## config.mk

```make
export PLATFORM = sky130hd
export DESIGN_NAME = wtes_top
export DESIGN_NICKNAME = d
export VERILOG_FILES = /design/src/wtes_pkg.sv /design/src/wtes_eval_if.sv /design/src/wtes_window_eval.sv /design/src/wtes_debounce.sv /design/src/wtes_top.sv
export SDC_FILE = /design/constraint.sdc
export NUM_CORES = 1
export LEC_CHECK = 0
export ABC_AREA = 1
export BUFFER_PORTS_ARGS = -buffer_cell sky130_fd_sc_hd__buf_2
export CAP_MARGIN = 20
export CORE_MARGIN = 2
export CORE_UTILIZATION = 45
export DETAILED_ROUTE_END_ITERATION = 8
export PLACE_DENSITY = 0.7
export SYNTH_ARGS = -nofsm -noshare
export SYNTH_HDL_FRONTEND = slang
export SYNTH_HIERARCHICAL = 1
export SYNTH_SLANG_ARGS = --single-unit
```

## constraint.sdc

```tcl
create_clock -name ref_clk -period 2.7 [get_ports ref_clk]
set_input_delay 0.27 -clock ref_clk [delete_from_list [all_inputs] [get_ports ref_clk]]
set_output_delay 0.27 -clock ref_clk [all_outputs]
set_load 0.01 [all_outputs]
```

## src/wtes_pkg.sv

```systemverilog
package wtes_pkg;

    // Widths
    localparam int unsigned DATA_W   = 12;
    localparam int unsigned REG_W    = 8;
    localparam int unsigned NUM_AXES = 3;
    localparam int unsigned IDX_W    = 8;

    // Register indices; byte address is four times the index
    localparam logic [7:0] IDX_STATUS   = 8'h2E;
    localparam logic [7:0] IDX_CFG_A    = 8'h2F;
    localparam logic [7:0] IDX_UPPER    = 8'h30;
    localparam logic [7:0] IDX_LOWER    = 8'h31;
    localparam logic [7:0] IDX_DBCNT    = 8'h32;
    localparam logic [7:0] IDX_CFG_B    = 8'h33;
    localparam logic [7:0] IDX_WAKE     = 8'h34;
    localparam logic [7:0] IDX_IRQ_STAT = 8'h35;
    localparam logic [7:0] IDX_IRQ_CLR  = 8'h36;
    localparam logic [7:0] IDX_IRQ_EN   = 8'h37;

    // Field positions; axis i lands in status bit 2*i+1
    localparam int unsigned STAT_ACTIVE_BIT = 7;
    localparam int unsigned CFG_A_LATCH_BIT = 6;
    localparam int unsigned CFG_B_ALL_BIT   = 0;
    localparam int unsigned CFG_B_PIN_BIT   = 1;
    localparam int unsigned WAKE_HOLD_BIT   = 0;
    localparam int unsigned IRQ_RISE_BIT    = 0;
    localparam int unsigned IRQ_FALL_BIT    = 1;
    localparam int unsigned IRQ_W           = 2;

    // Reset values, the OKAY response code and the debounce count limit
    localparam logic [7:0]  RST_REG8  = 8'h00;
    localparam logic [11:0] RST_THR   = 12'h000;
    localparam logic [31:0] RST_WORD  = 32'h0000_0000;
    localparam logic [1:0]  HRESP_OK  = 2'h0;
    localparam logic [7:0]  DBCNT_MAX = 8'hFF;

endpackage : wtes_pkg

```

## src/wtes_eval_if.sv

```systemverilog
// Window evaluation and debounce signals shared with the control block
interface wtes_eval_if;
    logic [2:0][11:0] axis_val;
    logic [11:0]      upper;
    logic [11:0]      lower;
    logic [2:0]       axis_en;
    logic             combine_all;
    logic [2:0]       in_win;
    logic             cond;
    logic             odr_tick;
    logic             latch_en;
    logic             rd_clear;
    logic [7:0]       dbcnt;
    logic             active;
    logic             reached;
    logic             updated;

    modport eval (input axis_val, upper, lower, axis_en, combine_all,
                  output in_win, cond);
    modport deb  (input cond, odr_tick, latch_en, rd_clear, dbcnt,
                  output active, reached, updated);
    modport ctl  (output axis_val, upper, lower, axis_en, combine_all,
                  odr_tick, latch_en, rd_clear, dbcnt,
                  input in_win, cond, active, reached, updated);
endinterface : wtes_eval_if

```

## src/wtes_window_eval.sv

```systemverilog
module wtes_window_eval (
    wtes_eval_if.eval ev
);
    // Per-axis strict window compare, signed values
    for (genvar i = 0; i < 3; i++) begin : g_axis
        assign ev.in_win[i] =
            ($signed(ev.axis_val[i]) > $signed(ev.lower)) &&
            ($signed(ev.axis_val[i]) < $signed(ev.upper));
    end

    // Disabled axes count as passing for AND, failing for OR
    assign ev.cond = (|ev.axis_en) &&
        (ev.combine_all ? &(ev.in_win | ~ev.axis_en)
                        : |(ev.in_win & ev.axis_en));
endmodule // wtes_window_eval

```

## src/wtes_debounce.sv

```systemverilog
module wtes_debounce (
    input  wire logic ref_clk,
    input  wire logic resetn,
    wtes_eval_if.deb  db
);
    typedef enum logic [0:0] {
        ST_ARMED = 1'b0,
        ST_FIRED = 1'b1
    } wtes_deb_e;

    typedef struct packed {
        wtes_deb_e  st;
        logic [7:0] cnt;
        logic       active;
        logic       reached;
        logic       updated;
    } wtes_deb_s;

    wtes_deb_s q;
    wtes_deb_s next_q;
    logic [7:0] cnt_new;

    // Count qualifying OUTPUT_DATA_RATE cycles, saturating, restart on a miss
    always_comb begin
        next_q = q;
        next_q.updated = db.odr_tick;
        cnt_new = db.cond ? ((q.cnt == wtes_pkg::DBCNT_MAX) ? q.cnt
                             : q.cnt + 8'h01) : 8'h00;
        if (db.odr_tick) begin
            next_q.cnt = cnt_new;
            next_q.reached = db.cond && (cnt_new >= db.dbcnt);
        end
        if (!db.latch_en) begin
            // Real time: follows the debounced condition
            next_q.st = ST_ARMED;
            if (db.odr_tick) begin
                next_q.active = db.cond && (cnt_new >= db.dbcnt);
            end
        end else begin
            // Sticky until status read; rearm once condition drops
            if (db.rd_clear) begin
                next_q.active = 1'b0;
            end
            unique case (q.st)
                ST_ARMED: begin
                    if (db.odr_tick && db.cond &&
                        cnt_new >= db.dbcnt) begin
                        next_q.active = 1'b1;
                        next_q.st = ST_FIRED;
                    end
                end
                ST_FIRED: begin
                    if (db.odr_tick && !db.cond) begin
                        next_q.st = ST_ARMED;
                    end
                end
            endcase
        end
    end

    always_ff @(posedge ref_clk) begin
        if (!resetn) begin
            q <= '{ST_ARMED, wtes_pkg::RST_REG8, 1'b0, 1'b0, 1'b0};
        end else begin
            q <= next_q;
        end
    end

    assign db.active  = q.active;
    assign db.reached = q.reached;
    assign db.updated = q.updated;
endmodule // wtes_debounce

```

## src/wtes_top.sv

```systemverilog
// Added by the designer: the AHB-Lite interface to the registers.
module wtes_top (
    input  wire logic        ref_clk,
    input  wire logic        resetn,
    // AHB-Lite slave
    input  wire logic        hsel,
    input  wire logic [31:0] haddr,
    input  wire logic [1:0]  htrans,
    input  wire logic        hwrite,
    input  wire logic [2:0]  hsize,
    input  wire logic [31:0] hwdata,
    input  wire logic        hready,
    output logic             hreadyout,
    output logic             hresp,
    output logic [31:0]      hrdata,
    // Sample stream from the data path, same clock
    input  wire logic        odr_tick,
    input  wire logic [11:0] x_value,
    input  wire logic [11:0] y_value,
    input  wire logic [11:0] z_value,
    // Event signalling
    output logic             interrupt_pin_one,
    output logic             interrupt_pin_two,
    output logic             irq,
    output logic             sleep_hold,
    output logic             wake_timer_reset
);

    // All control and status state of the block except the debouncer's
    typedef struct packed {
        logic [11:0] upper_threshold;
        logic [11:0] lower_threshold;
        logic [7:0]  window_debounce_count;
        logic [7:0]  change_detect_config_a;
        logic [7:0]  change_detect_config_b;
        logic [7:0]  sensor_wake_config;
        logic [2:0]  axis_flags;
        logic        prev_active;
        logic [1:0]  irq_status;
        logic [1:0]  irq_enable;
        logic        dp_write;
        logic        dp_valid;
        logic [7:0]  dp_index;
        logic [31:0] rdata;
    } wtes_state_s;

    wtes_state_s q;
    wtes_state_s next_q;

    wtes_eval_if ev ();

    // Address decode: word aligned and within the small map
    function automatic logic [8:0] decode_index(input logic [31:0] addr);
        logic ok;
        ok = (addr[31:10] == 22'h00_0000) && (addr[1:0] == 2'b00);
        return {ok, addr[9:2]};
    endfunction

    // Status byte as seen by software
    function automatic logic [7:0] status_byte(input logic       act,
                                               input logic [2:0] fl);
        logic [7:0] v;
        v = wtes_pkg::RST_REG8;
        v[wtes_pkg::STAT_ACTIVE_BIT] = act;
        for (int i = 0; i < 3; i++) begin
            v[2 * i + 1] = fl[i];
        end
        return v;
    endfunction

    logic        accept;
    logic [8:0]  a_dec;
    logic        rd_status;
    logic [7:0]  rd_byte;
    logic        act_rise;
    logic        act_fall;
    logic        rt_update;
    logic [2:0]  en_bits;
    logic        latch_mode;

    // Address phase is taken when selected, ready and NONSEQ or SEQ
    assign accept    = hsel && hready && htrans[1];
    assign a_dec     = decode_index(haddr);
    // A read of the status word clears latched state
    assign rd_status = accept && !hwrite && a_dec[8] &&
                       (a_dec[7:0] == wtes_pkg::IDX_STATUS);

    assign en_bits    = q.change_detect_config_a[2:0];
    assign latch_mode =
        q.change_detect_config_a[wtes_pkg::CFG_A_LATCH_BIT];

    // Feed the evaluator and debouncer; X is axis 2, Z axis 0
    assign ev.axis_val    = {x_value, y_value, z_value};
    assign ev.upper       = q.upper_threshold;
    assign ev.lower       = q.lower_threshold;
    assign ev.axis_en     = en_bits;
    assign ev.combine_all =
        q.change_detect_config_b[wtes_pkg::CFG_B_ALL_BIT];
    assign ev.odr_tick    = odr_tick;
    assign ev.latch_en    = latch_mode;
    assign ev.rd_clear    = rd_status;
    assign ev.dbcnt       = q.window_debounce_count;

    wtes_window_eval u_eval (
        .ev (ev.eval)
    );

    wtes_debounce u_deb (
        .ref_clk (ref_clk),
        .resetn  (resetn),
        .db      (ev.deb)
    );

    // Edges of the active flag drive capture and interrupts
    assign act_rise = ev.active && !q.prev_active;
    assign act_fall = !ev.active && q.prev_active;

    // Real-time refresh happens the cycle after a sample tick that reached the debounce count, or after any tick when the count is zero,
    // once the debouncer has settled on that sample
    assign rt_update = ev.updated &&
        ((ev.active && ev.reached) ||
         (q.window_debounce_count == wtes_pkg::RST_REG8));

    // Read data mux; unmapped and write-only words read zero
    always_comb begin
        rd_byte = wtes_pkg::RST_REG8;
        if (a_dec[8]) begin
            unique case (a_dec[7:0])
                wtes_pkg::IDX_STATUS:
                    rd_byte = status_byte(ev.active, q.axis_flags);
                wtes_pkg::IDX_CFG_A:   rd_byte = q.change_detect_config_a;
                wtes_pkg::IDX_DBCNT:   rd_byte = q.window_debounce_count;
                wtes_pkg::IDX_CFG_B:   rd_byte = q.change_detect_config_b;
                wtes_pkg::IDX_WAKE:    rd_byte = q.sensor_wake_config;
                wtes_pkg::IDX_IRQ_STAT:
                    rd_byte = {6'h00, q.irq_status};
                wtes_pkg::IDX_IRQ_EN:  rd_byte = {6'h00, q.irq_enable};
                default:               rd_byte = wtes_pkg::RST_REG8;
            endcase
        end
    end

    // Next state: bus phases, register writes, flags and interrupts
    always_comb begin
        next_q = q;
        next_q.prev_active = ev.active;

        // Address phase: remember the write, capture read data now
        next_q.dp_write = accept && hwrite;
        next_q.dp_valid = a_dec[8];
        next_q.dp_index = a_dec[7:0];
        if (accept && !hwrite) begin
            next_q.rdata = {24'h00_0000, rd_byte};
            // Thresholds are wider than a byte, read separately
            if (a_dec[8] && a_dec[7:0] == wtes_pkg::IDX_UPPER) begin
                next_q.rdata = {20'h0_0000, q.upper_threshold};
            end
            if (a_dec[8] && a_dec[7:0] == wtes_pkg::IDX_LOWER) begin
                next_q.rdata = {20'h0_0000, q.lower_threshold};
            end
        end

        // Data phase write; status word ignores writes
        if (q.dp_write && q.dp_valid) begin
            unique case (q.dp_index)
                wtes_pkg::IDX_CFG_A:
                    next_q.change_detect_config_a = hwdata[7:0];
                wtes_pkg::IDX_UPPER:
                    next_q.upper_threshold = hwdata[11:0];
                wtes_pkg::IDX_LOWER:
                    next_q.lower_threshold = hwdata[11:0];
                wtes_pkg::IDX_DBCNT:
                    next_q.window_debounce_count = hwdata[7:0];
                wtes_pkg::IDX_CFG_B:
                    next_q.change_detect_config_b = hwdata[7:0];
                wtes_pkg::IDX_WAKE:
                    next_q.sensor_wake_config = hwdata[7:0];
                wtes_pkg::IDX_IRQ_CLR:
                    next_q.irq_status = q.irq_status & ~hwdata[1:0];
                wtes_pkg::IDX_IRQ_EN:
                    next_q.irq_enable = hwdata[1:0];
                default: ;
            endcase
        end

        // Axis flags: sticky capture or real-time follow
        if (latch_mode) begin
            // Read clears first so a same-cycle capture wins
            if (rd_status) begin
                next_q.axis_flags = 3'b000;
            end
            if (act_rise) begin
                next_q.axis_flags =
                    next_q.axis_flags | (ev.in_win & en_bits);
            end
        end else if (rt_update) begin
            next_q.axis_flags = ev.in_win & en_bits;
        end

        // Sticky interrupt sources; a new event beats the clear
        if (act_rise) begin
            next_q.irq_status[wtes_pkg::IRQ_RISE_BIT] = 1'b1;
        end
        if (act_fall) begin
            next_q.irq_status[wtes_pkg::IRQ_FALL_BIT] = 1'b1;
        end
    end

    always_ff @(posedge ref_clk) begin
        if (!resetn) begin
            q.upper_threshold        <= wtes_pkg::RST_THR;
            q.lower_threshold        <= wtes_pkg::RST_THR;
            q.window_debounce_count  <= wtes_pkg::RST_REG8;
            q.change_detect_config_a <= wtes_pkg::RST_REG8;
            q.change_detect_config_b <= wtes_pkg::RST_REG8;
            q.sensor_wake_config     <= wtes_pkg::RST_REG8;
            q.axis_flags             <= 3'b000;
            q.prev_active            <= 1'b0;
            q.irq_status             <= 2'b00;
            q.irq_enable             <= 2'b00;
            q.dp_write               <= 1'b0;
            q.dp_valid               <= 1'b0;
            q.dp_index               <= wtes_pkg::RST_REG8;
            q.rdata                  <= wtes_pkg::RST_WORD;
        end else begin
            q <= next_q;
        end
    end

    // Zero-wait slave, always OKAY; sizes are not checked
    assign hreadyout = 1'b1;
    assign hresp     = wtes_pkg::HRESP_OK[0];
    assign hrdata    = q.rdata;

    // Active flag routed to one pin, the other held low
    assign interrupt_pin_one = ev.active &&
        !q.change_detect_config_b[wtes_pkg::CFG_B_PIN_BIT];
    assign interrupt_pin_two = ev.active &&
        q.change_detect_config_b[wtes_pkg::CFG_B_PIN_BIT];

    // Level interrupt from enabled sticky sources
    assign irq = |(q.irq_status & q.irq_enable);

    // Sleep is blocked for as long as the flag stays up
    assign sleep_hold = ev.active &&
        q.sensor_wake_config[wtes_pkg::WAKE_HOLD_BIT];
    assign wake_timer_reset = sleep_hold && ev.updated;

endmodule // wtes_top

```

* After elaboration in Yosys (flattened, before gate mapping)
Cells that the tools add are included.
** Word-level totals
- Register bits :: 118
- Output and inout port bits :: 39
** Operators by class
- $add $sub $neg :: 1
- Magnitude comparators :: 7
- Equal/unequal tests :: 18
- Mux-type cells :: 25
- Bitwise logic cells :: 8
- Reduce and logical (&&, ||, !) cells :: 55
** Operator list (count)
- $eq A8 B6 Y1 const B :: 17
- $pmux W8 S7 :: 1
- $gt A12 B12 Y1 :: 3
- $lt A12 B12 Y1 :: 3
- $mux W32 :: 1
- $logic_and A1 B1 Y1 :: 26
- $mux W8 :: 3
- $logic_not A22 Y1 :: 1
- $reduce_and A2 Y1 :: 10
- $mux W3 :: 5
- $mux W12 :: 1
- $reduce_bool A2 Y1 :: 6
- $mux W1 :: 10
- $add A8 B1 Y8 const B :: 1
- $eq A8 B8 Y1 const B :: 1
- $ge A8 B8 Y1 :: 1
- $logic_not A8 Y1 :: 1
- $or A3 B3 Y3 :: 2
- $reduce_or A3 Y1 :: 2
- $logic_not A1 Y1 :: 5
- $and A2 B2 Y2 :: 2
- $mux W2 :: 2
- $mux W4 :: 1
- $and A3 B3 Y3 :: 1
- 8 further kinds :: 8

* Depth between registers and ports, before layout
Gate-level depths: netlist of the first run.
- Depth in word-level cells :: 12
- Mapped depth :: 32

* Modules after synthesis
Netlist of the first run, hierarchy kept.
** Modules (own cells, without submodules)
- wtes_top :: instances 1, cells an instance 577, area each 4335.4 um^2
- wtes_window_eval :: instances 1, cells an instance 337, area each 1976.9 um^2
- wtes_debounce :: instances 1, cells an instance 141, area each 883.3 um^2

* Least setup slack after synthesis of the first run
Ideal clock, no wire load.
- Kind :: reg-to-reg
- Start point :: reg q (netlist bit ev.upper[11])
- End point :: reg u_deb.q (netlist bit u_deb/db.active)
- Setup time :: 0.115 ns
- Arrival time :: 2.826 ns
- Required time :: 2.585 ns
- Path slack :: -0.241 ns
- Cell stages (with the launch flop) :: 28
- Clock period less this slack :: 2.941 ns
- Path through :: dfxtp_1 inv_1 ha_1 a21oi_1 nand2_1 a21oi_1 nand2_1 nand2_1 nand2_2 o21bai_1 nand3_1 nand2_1 inv_1 nor2_2 inv_1 a21oi_1 o21ai_0 ha_1 nand2_1 nor2_1 nor2_1 nand2_1 nand2_1 nand2_1 nand2_1 nand2_1 nand2_1 nor2_1
** Between the ends
- Cells in the longest elaborated chain, start to end :: 12
- Elaborated cells on any way between the ends :: 21
** RTL lines
- start: declaration :: line wtes_top.sv:47 : wtes_state_s q;
- start signal: assignment :: line wtes_top.sv:226 : q <= next_q;
- $lt A12 B12 Y1 :: line wtes_window_eval.sv:8 : ($signed(ev.axis_val[i]) < $signed(ev.upper));
- $logic_and A1 B1 Y1 :: line wtes_window_eval.sv:7 : ($signed(ev.axis_val[i]) > $signed(ev.lower)) &&
- $and A3 B3 Y3 / $or A3 B3 Y3 (equally long branches) :: line wtes_window_eval.sv:14, wtes_window_eval.sv:13
- $reduce_or A3 Y1 / $reduce_and A3 Y1 (equally long branches) :: line wtes_window_eval.sv:14, wtes_window_eval.sv:13
- $mux W1 * :: line wtes_window_eval.sv:13 : (ev.combine_all ? &(ev.in_win | ~ev.axis_en)
- $logic_and A1 B1 Y1 * :: line wtes_window_eval.sv:12 : assign ev.cond = (|ev.axis_en) &&
- named net ev.cond :: line wtes_eval_if.sv:9 : logic cond;
- $mux W8 :: line wtes_debounce.sv:27 : cnt_new = db.cond ? ((q.cnt == wtes_pkg::DBCNT_MAX) ? q.cnt
- $ge A8 B8 Y1 :: line wtes_debounce.sv:37, wtes_debounce.sv:47
- $logic_and A1 B1 Y1 :: line wtes_debounce.sv:46 : if (db.odr_tick && db.cond &&
- $mux W1 :: line wtes_debounce.sv:46
- $mux W1 :: line wtes_debounce.sv:44 : unique case (q.st)
- $mux W1 * :: line wtes_debounce.sv:33 : if (!db.latch_en) begin
- end signal: assignment :: line wtes_debounce.sv:63 : q <= '{ST_ARMED, wtes_pkg::RST_REG8, 1'b0, 1'b0, 1'b0};
- end signal: assignment :: line wtes_debounce.sv:65 : q <= next_q;
- end: declaration :: line wtes_debounce.sv:19 : wtes_deb_s q;
The timed path passes the listed nets; every way through them passes the cells marked *. The select of a mux whose other input is x is not followed.
A chain may end at the register's enable or synchronous reset.

* Worst setup path in the final report of the first run
- Start point :: reg q (netlist bit ev.upper[10])
- End point :: reg u_deb.q (netlist bit u_deb/db.active)
The elaborated chain is that of the path after synthesis.

==> results of run 1 <==
## worst paths after layout
path / cells past startpoint / end / start
max: 29 / u_deb/db.active$_SDFFE_PN0P_ / ev.upper[10]$_SDFFE_PN0P_
min: 3 / q[38]$_SDFF_PN0_ / haddr[8]
max reg2reg: 29 / u_deb/db.active$_SDFFE_PN0P_ / ev.upper[10]$_SDFFE_PN0P_
min reg2reg: 2 / q[69]$_SDFFE_PN0P_ / q[69]$_SDFFE_PN0P_
## timing repair
item | in CTS | in global routing
pin swaps | 12 | 23
endpoints found under the setup margin | 3 | 5
cloned | 0 | 0
resized for setup | 20 | 56
buffers inserted | 4 | 6
## synthesized netlist by cell type, types with 2 or more instances
cell type | count | area (um2)
o21ai_0 | 45 | 225
nor3_1 | 3 | 15.0
nand2_2 | 10 | 62.6
nor2_1 | 82 | 308
dfxtp_1 | 98 | 1960
a21oi_1 | 65 | 325
nand4_1 | 13 | 81.3
a21oi_2 | 5 | 43.8
o21ai_1 | 5 | 25.0
a211oi_1 | 16 | 120
inv_1 | 163 | 612
buf_2 | 6 | 30.0
buf_4 | 38 | 285
o211ai_1 | 7 | 52.6
a211oi_2 | 16 | 200
nor3_4 | 2 | 32.5
a31oi_1 | 3 | 18.8
inv_2 | 8 | 30.0
nor2_2 | 16 | 100
clkbuf_1 | 6 | 22.5
nand2_1 | 265 | 995
o21ai_2 | 2 | 17.5
conb_1 | 2 | 7.51
buf_6 | 5 | 56.3
nor2_4 | 5 | 56.3
ha_1 | 78 | 976
nor4_4 | 2 | 42.5
nand4_2 | 2 | 25.0
nand3_1 | 76 | 380
## metal layers
metal  track usage  vias to the layer above  routed length, um
li1              -                     3645                  -
met2         0.389                      277               9000
met3        0.0338                       33               1120
met4        0.0676                        0                412
met5             0                        -                  0
met1         0.313                     3197               8960
## layout make-up
cell class | count | share of cell area
Clock buffer | 13 | 0.0292
Clock inverter | 2 | 0.00674
Inverter | 172 | 0.0744
Multi-Input combinational cell | 749 | 0.523
Sequential cell | 98 | 0.222
Tap cell | 216 | 0.0303
Timing Repair Buffer | 169 | 0.114
## flip-flops by register name, indices dropped and copies added, names as in the netlist
signal / count
ev.lower: 12
q: 37
ev.upper: 12
u_deb/db.reached: 1
u_deb/q: 9
ev.dbcnt: 8
u_deb/db.active: 1
ev.combine_all: 1
ev.latch_en: 1
u_deb/db.updated: 1
en_bits: 3
hrdata: 12
## logic make-up (layout without fill, tap and decap cells)
| family | after synthesis | count (layout) |
|---|---|---|
| compound gates | 167 | 167 |
| buf+inv | 228 | 356 |
| other cells | 2 | 22 |
| simple gates | 482 | 482 |
| flops | 98 | 98 |
| fa+ha+maj | 78 | 78 |
## where the power goes
group / internal (mW) / switching, mW / leakage (nW)
clock network: 0.858 / 0.533 / 0.156
logic: 0.186 / 0.278 / 3.32
registers: 1.45 / 0.00825 / 0.800
total: 2.50 / 0.819 / 4.28
## through the flow
stage          cells  TNS [ps]  setup slack [ps]  instance area, um2  power [mW]
3_5_place_dp    1394     -1410              -491                8210        1.91
3_3_place_gp    1394     -1270              -449                8210        1.91
6_report        1419     -1440              -502                8910        3.32
2_1_floorplan   1075      -175             -88.6                7400        1.77
5_1_grt         1419     -2340              -766                8910        3.46
4_1_cts         1413     -1090              -387                8620        3.29
## worst max-delay path: cells and delay by family, from the launching register on
kind | cells | cell delay, ps
simple gates | 19 | 1400
fa+ha+maj | 2 | 600
flops | 1 | 330
compound gates | 4 | 530
buf+inv | 4 | 220
## layout by cell type, fill, tap and decap left out, types with 5 or more instances in the layout
cell / instances
dfxtp_1: 82
nand3_2: 5
a211oi_1: 16
nand2_2: 22
inv_4: 5
nand4_1: 13
buf_4: 65
clkbuf_16: 9
conb_1: 22
inv_1: 139
nand3_1: 72
o21ai_0: 44
ha_1: 58
a21oi_1: 57
ha_4: 20
dfxtp_2: 16
a21oi_2: 13
o211ai_1: 7
nand2_1: 252
a211oi_2: 16
nor2_1: 77
o21ai_1: 6
nor2_2: 15
nor2_4: 11
inv_2: 26
buf_2: 103
==> metrics.md, run 1 <==
| Metric | Value |
|---|---|
| Status | finished, violations left |
| Violated checks | negative setup slack |
| Number of synthesized flops with an enable pin | 0 |
| GRT overflow | 0 |
| H-tree depth | 3 |
| Crit path time final | 3200 ps |
| Post-DP HPWL | 15,000 um |
| Vias in the first global route | between 6,000 and 7,000 |
| Critical-path top delay cell | dfxtp_2 |
| Area of the multi-input gates | 4660 um2 |
| Largest net degree at the start of global routing | 47 |
| Max-cap violations | 0 |
| Clock transition at path regs | 70 ps |
| Post-CTS Hold Fix Bufs | 0 |
| Max rail drop VDD | approximately 330 uV |
| Async S/R FF share, synth | 0 |
| Clock skew | 8.10 ps |
| Clock root buffer | clkbuf_16 |
| Slowest stage delay, CP | 330 ps |
| Residual DRC | 0 |
| Die height | roughly 130 um |
| Syn Area/Cell | 6.82 um2 |
| Hold Fails Final Rpt | 0 |
| PwrDens | 372 nW/um2 |
| Post-synthesis register bit count | 98 |
| Row cnt | 46 |
| Cell area after synthesis | slightly above 7000 um2 |
| Maximum clock path buffer count | 2 |
| Reg-to-reg slack, setup | -500 ps |
| CTS Buf Count | 9 |
| Max Freq | ~310 MHz |
| Count of final setup violators | 3 |
| Slew margin rel. | 0.568 |
| Layout cells sized above 1 | 0.288 |
| Worst path required time | between 2000 and 3000 ps |
| Seq/Total Area, Yosys | 0.273 |
| P_leak | 4.28 nW |
| First drt pass iteration count | 5 |
| Post-synthesis cell count | 1,055 |
| Antenna Nets Post-Route | 0 |
| Via count | 7,152 |
| Critical Path Most Common Cell | nand2_1 |
| Simple-gate area share of the yosys netlist | 0.300 |
| # fillers | 1,509 |
| Hold Crit Class | in2reg |
| CP endpoint kind | flip-flop |
| Cell variety after synth | 40 |
| Post-Synth Adder-Cell Area | 0.136 |
| Die ar. | 17,000 um2 |
| RSZ-0062 raised after global routing | yes |
| GP Congestion | about 0.9 |
| Startpoint types | flip-flop |
| Largest family of logic cells by synthesized area | simple AND/OR/NAND/NOR gates |
| First-pass GRT wire length | 31,400 um |
| Worst Setup Path Type | reg2reg |
| Worst Slack Setup Final | -502 ps |
| Hold WS | 116 ps |
| Register area | slightly below 2000 um2 |
| Crit path max fanout | 4 |
| IO Pins | 150 |
| CP arrival | 3450 ps |
| CTS tree | built |
| Worst-margin pin slew | 649 ps |
| Compound-Gate Fraction of Synth Area | 0.146 |
| Initial antenna violation count | 0 |
| Synth Area in XOR/XNOR | 0 |
| Antenna Diode Count | 0 |
| Clk_lat worst skew | 350 ps |
| Main synth FF type | dfxtp_1 |
| First-iteration detailed-routing DRC count | 578 |
| Fin. max-slew vios | 0 |
| Multiplexer share of the synthesized area | 0 |
| Layout Nets | 1,388 |
| Width of the die | between 100 and 150 um |
| Core Region | 15,800 um2 |
| Area Overhead vs Synth | 23.9% |
| Total routed wirelength | approximately 20,000 um |
| YS warnings | 6 |
| GRT Overall Usage | 0.232 |
| Routed vias/inst | 5.04 |
| Number of buffers added on ports | between 100 and 150 |
| Fin crit share | 1.19 |
| Post-Route Utilization | 0.565 |
| Initial Utilization | 0.456 |
| WL per Instance | approximately 14 um |
| # clock sinks | 98 |
(Power assumes the default switching activity.)
==> run 2: changes to the inputs <==
--- a/config.mk
+++ b/config.mk
@@ -11,7 +11,7 @@
 export CORE_MARGIN = 2
 export CORE_UTILIZATION = 45
 export DETAILED_ROUTE_END_ITERATION = 8
-export PLACE_DENSITY = 0.7
+export PLACE_DENSITY = 0.68
 export SYNTH_ARGS = -nofsm -noshare
 export SYNTH_HDL_FRONTEND = slang
 export SYNTH_HIERARCHICAL = 1
==> constraint.sdc (replaced) <==
create_clock -name ref_clk -period 3.9 [get_ports ref_clk]
set_input_delay 0.39 -clock ref_clk [delete_from_list [all_inputs] [get_ports ref_clk]]
set_output_delay 0.39 -clock ref_clk [all_outputs]
set_load 0.01 [all_outputs]
==> run 2 against run 1 <==
  * The run now ends clean
  * Hold slack better by 110 ps
  * Power is 34% lower
  * Largest power group unchanged
  * Clock power is 34% lower
  * Routed wire length is 5.1% lower
  * Worst setup slack better by 850 ps
  * Global-route usage is 0.73 points lower
  * Sequential power is 31% lower
  * Sequential share of layout area is 2.3 points higher
  * Non-clock buffer count is 61 lower
  * Critical path type unchanged
  * Largest cell class unchanged
==> metrics.md, run 2 (synthesis results as in run 1) <==
| Metric | Value |
|---|---|
| Status | completed (was finished, violations left) |
| Hold Path End | q[39]$_SDFF_PN0_ (was q[38]$_SDFF_PN0_) |
| Maximum clock path buffer count | 2 (unchanged) |
| First drt pass iteration count | 6 (was 5) |
| Initial Utilization | 0.456 (unchanged) |
| CTS tree | built (unchanged) |
| Reg-to-reg slack, setup | 350 ps (was -500 ps) |
| Worst-margin pin slew | 1050 ps (was 649 ps) |
| Vias in the first global route | 6,083 (was 6,581) |
| Max Freq | 282 MHz (was 312 MHz) |
| Design Area, Final | 8000 um2 (was 8910 um2) |
| HP Start | haddr[9] (was haddr[8]) |
| RR Startpoint | ev.upper[11]$_SDFFE_PN0P_ (was ev.upper[10]$_SDFFE_PN0P_) |
| Clock root buffer | clkbuf_16 (unchanged) |
| First-iteration detailed-routing DRC count | 543 (was 578) |
| Largest net degree at the start of global routing | 47 (unchanged) |
| RR Endpoint | u_deb/db.active$_SDFFE_PN0P_ (unchanged) |
| Die height | 130 um (unchanged) |
| Layout cells sized above 1 | 0.171 (was 0.288) |
| Post-CTS Hold Fix Bufs | 0 (unchanged) |
| Routed vias/inst | 4.97 (was 5.04) |
| Combinational Power Share | 0.123 (was 0.140) |
| Commonest non-fill, non-tap cell in the layout | nand2_1 (unchanged) |
| Width of the die | 130 um (unchanged) |
| Post-CTS sizing | 0 (was 20) |
| Startpoint types | flip-flop (unchanged) |
| Placement Setup Slack | 420 ps (was -491 ps) |
| Reg power frac | 0.462 (was 0.441) |
| Max-cap violations | 0 (unchanged) |
| Via count | 6,750 (was 7,152) |
| Number of buffers added on ports | 103 (unchanged) |
| Worst Setup Path Type | reg2reg (unchanged) |
| Total routed wirelength | 18,500 um (was 19,500 um) |
| Hold Path Stages | 3 (unchanged) |
| Fin. max-slew vios | 0 (unchanged) |
| Crit path time final | 3550 ps (was 3200 ps) |
| Switching share of total power | 0.256 (was 0.247) |
| Count of final setup violators | 0 (was 3) |
| Slew margin rel. | 0.298 (was 0.568) |
| Most flop-heavy register | q (unchanged) |
| Row cnt | 46 (unchanged) |
| WL per Instance | 13.6 um (was 13.7 um) |
| DP Area | 7700 um2 (was 8210 um2) |
| Hold Fails Final Rpt | 0 (unchanged) |
| Worst path required time | 4140 ps (was 2950 ps) |
| First-pass GRT wire length | 30,000 um (was 31,400 um) |
| Worst Slack Setup Final | 351 ps (was -502 ps) |
| PwrDens | 274 nW/um2 (was 372 nW/um2) |
| CTS Buf Count | 9 (unchanged) |
| Die ar. | 17,000 um2 (unchanged) |
| Core Region | 15,800 um2 (unchanged) |
| Post-Route Utilization | 0.507 (was 0.565) |
| H-tree depth | 3 (unchanged) |
| IO Pins | 150 (unchanged) |
| Sw power | 561 uW (was 819 uW) |
| CP arrival | 3790 ps (was 3450 ps) |
| Antenna Diode Count | 0 (unchanged) |
| Max rail drop VDD | 168 uV (was 330 uV) |
| RSZ-0062 raised after global routing | no (was yes) |
| Layout Nets | 1,327 (was 1,388) |
| Residual DRC | 0 (unchanged) |
| Setup TNS | 0 ps (was -1440 ps) |
| Postcts setup bufs | 0 (was 4) |
| Most frequent cells in the layout | 265 x nand2_1, 163 x inv_1, 103 x buf_2, 98 x dfxtp_1, 82 x nor2_1 (was 252 x nand2_1, 139 x inv_1, 103 x buf_2, 82 x dfxtp_1, 77 x nor2_1) |
| Clock power frac | 0.416 (was 0.419) |
| Clock skew | 8.20 ps (was 8.10 ps) |
| Initial antenna violation count | 0 (unchanged) |
| Clk_lat worst skew | 350 ps (about the same) |
| GRT overflow | 0 (unchanged) |
| Antenna Nets Post-Route | 0 (unchanged) |
| CP endpoint kind | flip-flop (unchanged) |
| Fin crit share | 0.910 (was 1.19) |
| GRT Overall Usage | 0.225 (was 0.232) |
| Worst Reg-to-Reg Cells | 27 (was 29) |
| GP Congestion | 0.959 (was 0.913) |
| Clock transition at path regs | 60 ps (was 70 ps) |
| Largest register FFs | 37 (unchanged) |
| Internal power | 1.63 mW (was 2.50 mW) |
| Hold Crit Class | in2reg (unchanged) |
| Crit path max fanout | 4 (unchanged) |
| Post-DP HPWL | 14,500 um (was 15,000 um) |
| P_leak | 3.89 nW (was 4.28 nW) |
| # clock sinks | 98 (unchanged) |
| Area Overhead vs Synth | 11.2% (was 23.9%) |
-- run 2: worst max path at each step --
stage | from | end | slack (ps)
6_report | ev.upper[11]$_SDFFE_PN0P_ | u_deb/db.active$_SDFFE_PN0P_ | 350
5_1_grt | ev.upper[11]$_SDFFE_PN0P_ | u_deb/db.active$_SDFFE_PN0P_ | 2
4_1_cts | ev.upper[11]$_SDFFE_PN0P_ | u_deb/db.active$_SDFFE_PN0P_ | 400
3_5_place_dp | y_value[11] | u_deb/db.active$_SDFFE_PN0P_ | 420
3_3_place_gp | y_value[11] | u_deb/db.active$_SDFFE_PN0P_ | 470
2_1_floorplan | ev.upper[11]$_SDFFE_PN0P_ | u_deb/db.active$_SDFFE_PN0P_ | 960
-- run 2: layout make-up --
| class | count | area [um2] |
|---|---|---|
| fill | 1612 | 7770 |
| multi-input combinational | 749 | 4270 |
| sequential | 98 | 1960 |
| inverter | 172 | 646 |
| timing repair buffer | 108 | 553 |
| tap | 216 | 270 |
| clock buffer | 11 | 253 |
| clock inverter | 4 | 51.3 |
-- run 2: critical path, stage by stage (launching register included) --
cell,delay (ps)
dfxtp_1,360
inv_1,120
ha_1,340
nand2_1,70
nor2_1,190
inv_1,70
nor2_1,100
nand2_1,90
nand3_1,80
nand2_1,110
nor2_2,180
a21oi_1,80
nand3_1,70
nand2_1,60
nor2_2,160
inv_1,130
a31oi_1,280
ha_1,300
nand2_1,90
nor2_1,50
nor2_1,70
nand2_1,70
nand2_1,60
nand2_1,70
nand2_1,70
nand2_1,50
nand2_1,50
nor2_1,40
-- run 2: metal layers --
metal | vias up | routed length, um | global-route usage | part of all wire
met4 | 0 | 254 | 0.0551 | 0.014
met5 | - | 0 | 0 | 0
met3 | 18 | 1050 | 0.0411 | 0.057
li1 | 3515 | - | - | -
met1 | 3004 | 9020 | 0.316 | 0.49
met2 | 213 | 8160 | 0.360 | 0.44
-- run 2: power groups by stage --
stage               sequential [mW]  combinational (mW)  clock [mW]
detailed placement             1.04               0.268           0
global placement               1.04               0.262           0
finish                         1.01               0.269       0.912
global route                   1.01               0.309       0.979
floorplan                      1.03               0.184           0
CTS                            1.01               0.269       0.934
-- run 2: metrics by stage --
stage | instances | hold WS, ps | power [mW]
final | 1358 | 231 | 2.19
after global routing | 1358 | 247 | 2.30
after CTS | 1358 | 221 | 2.22
after detailed placement | 1343 | 440 | 1.30
after global placement | 1343 | 436 | 1.30
after floorplan | 1075 | 424 | 1.22
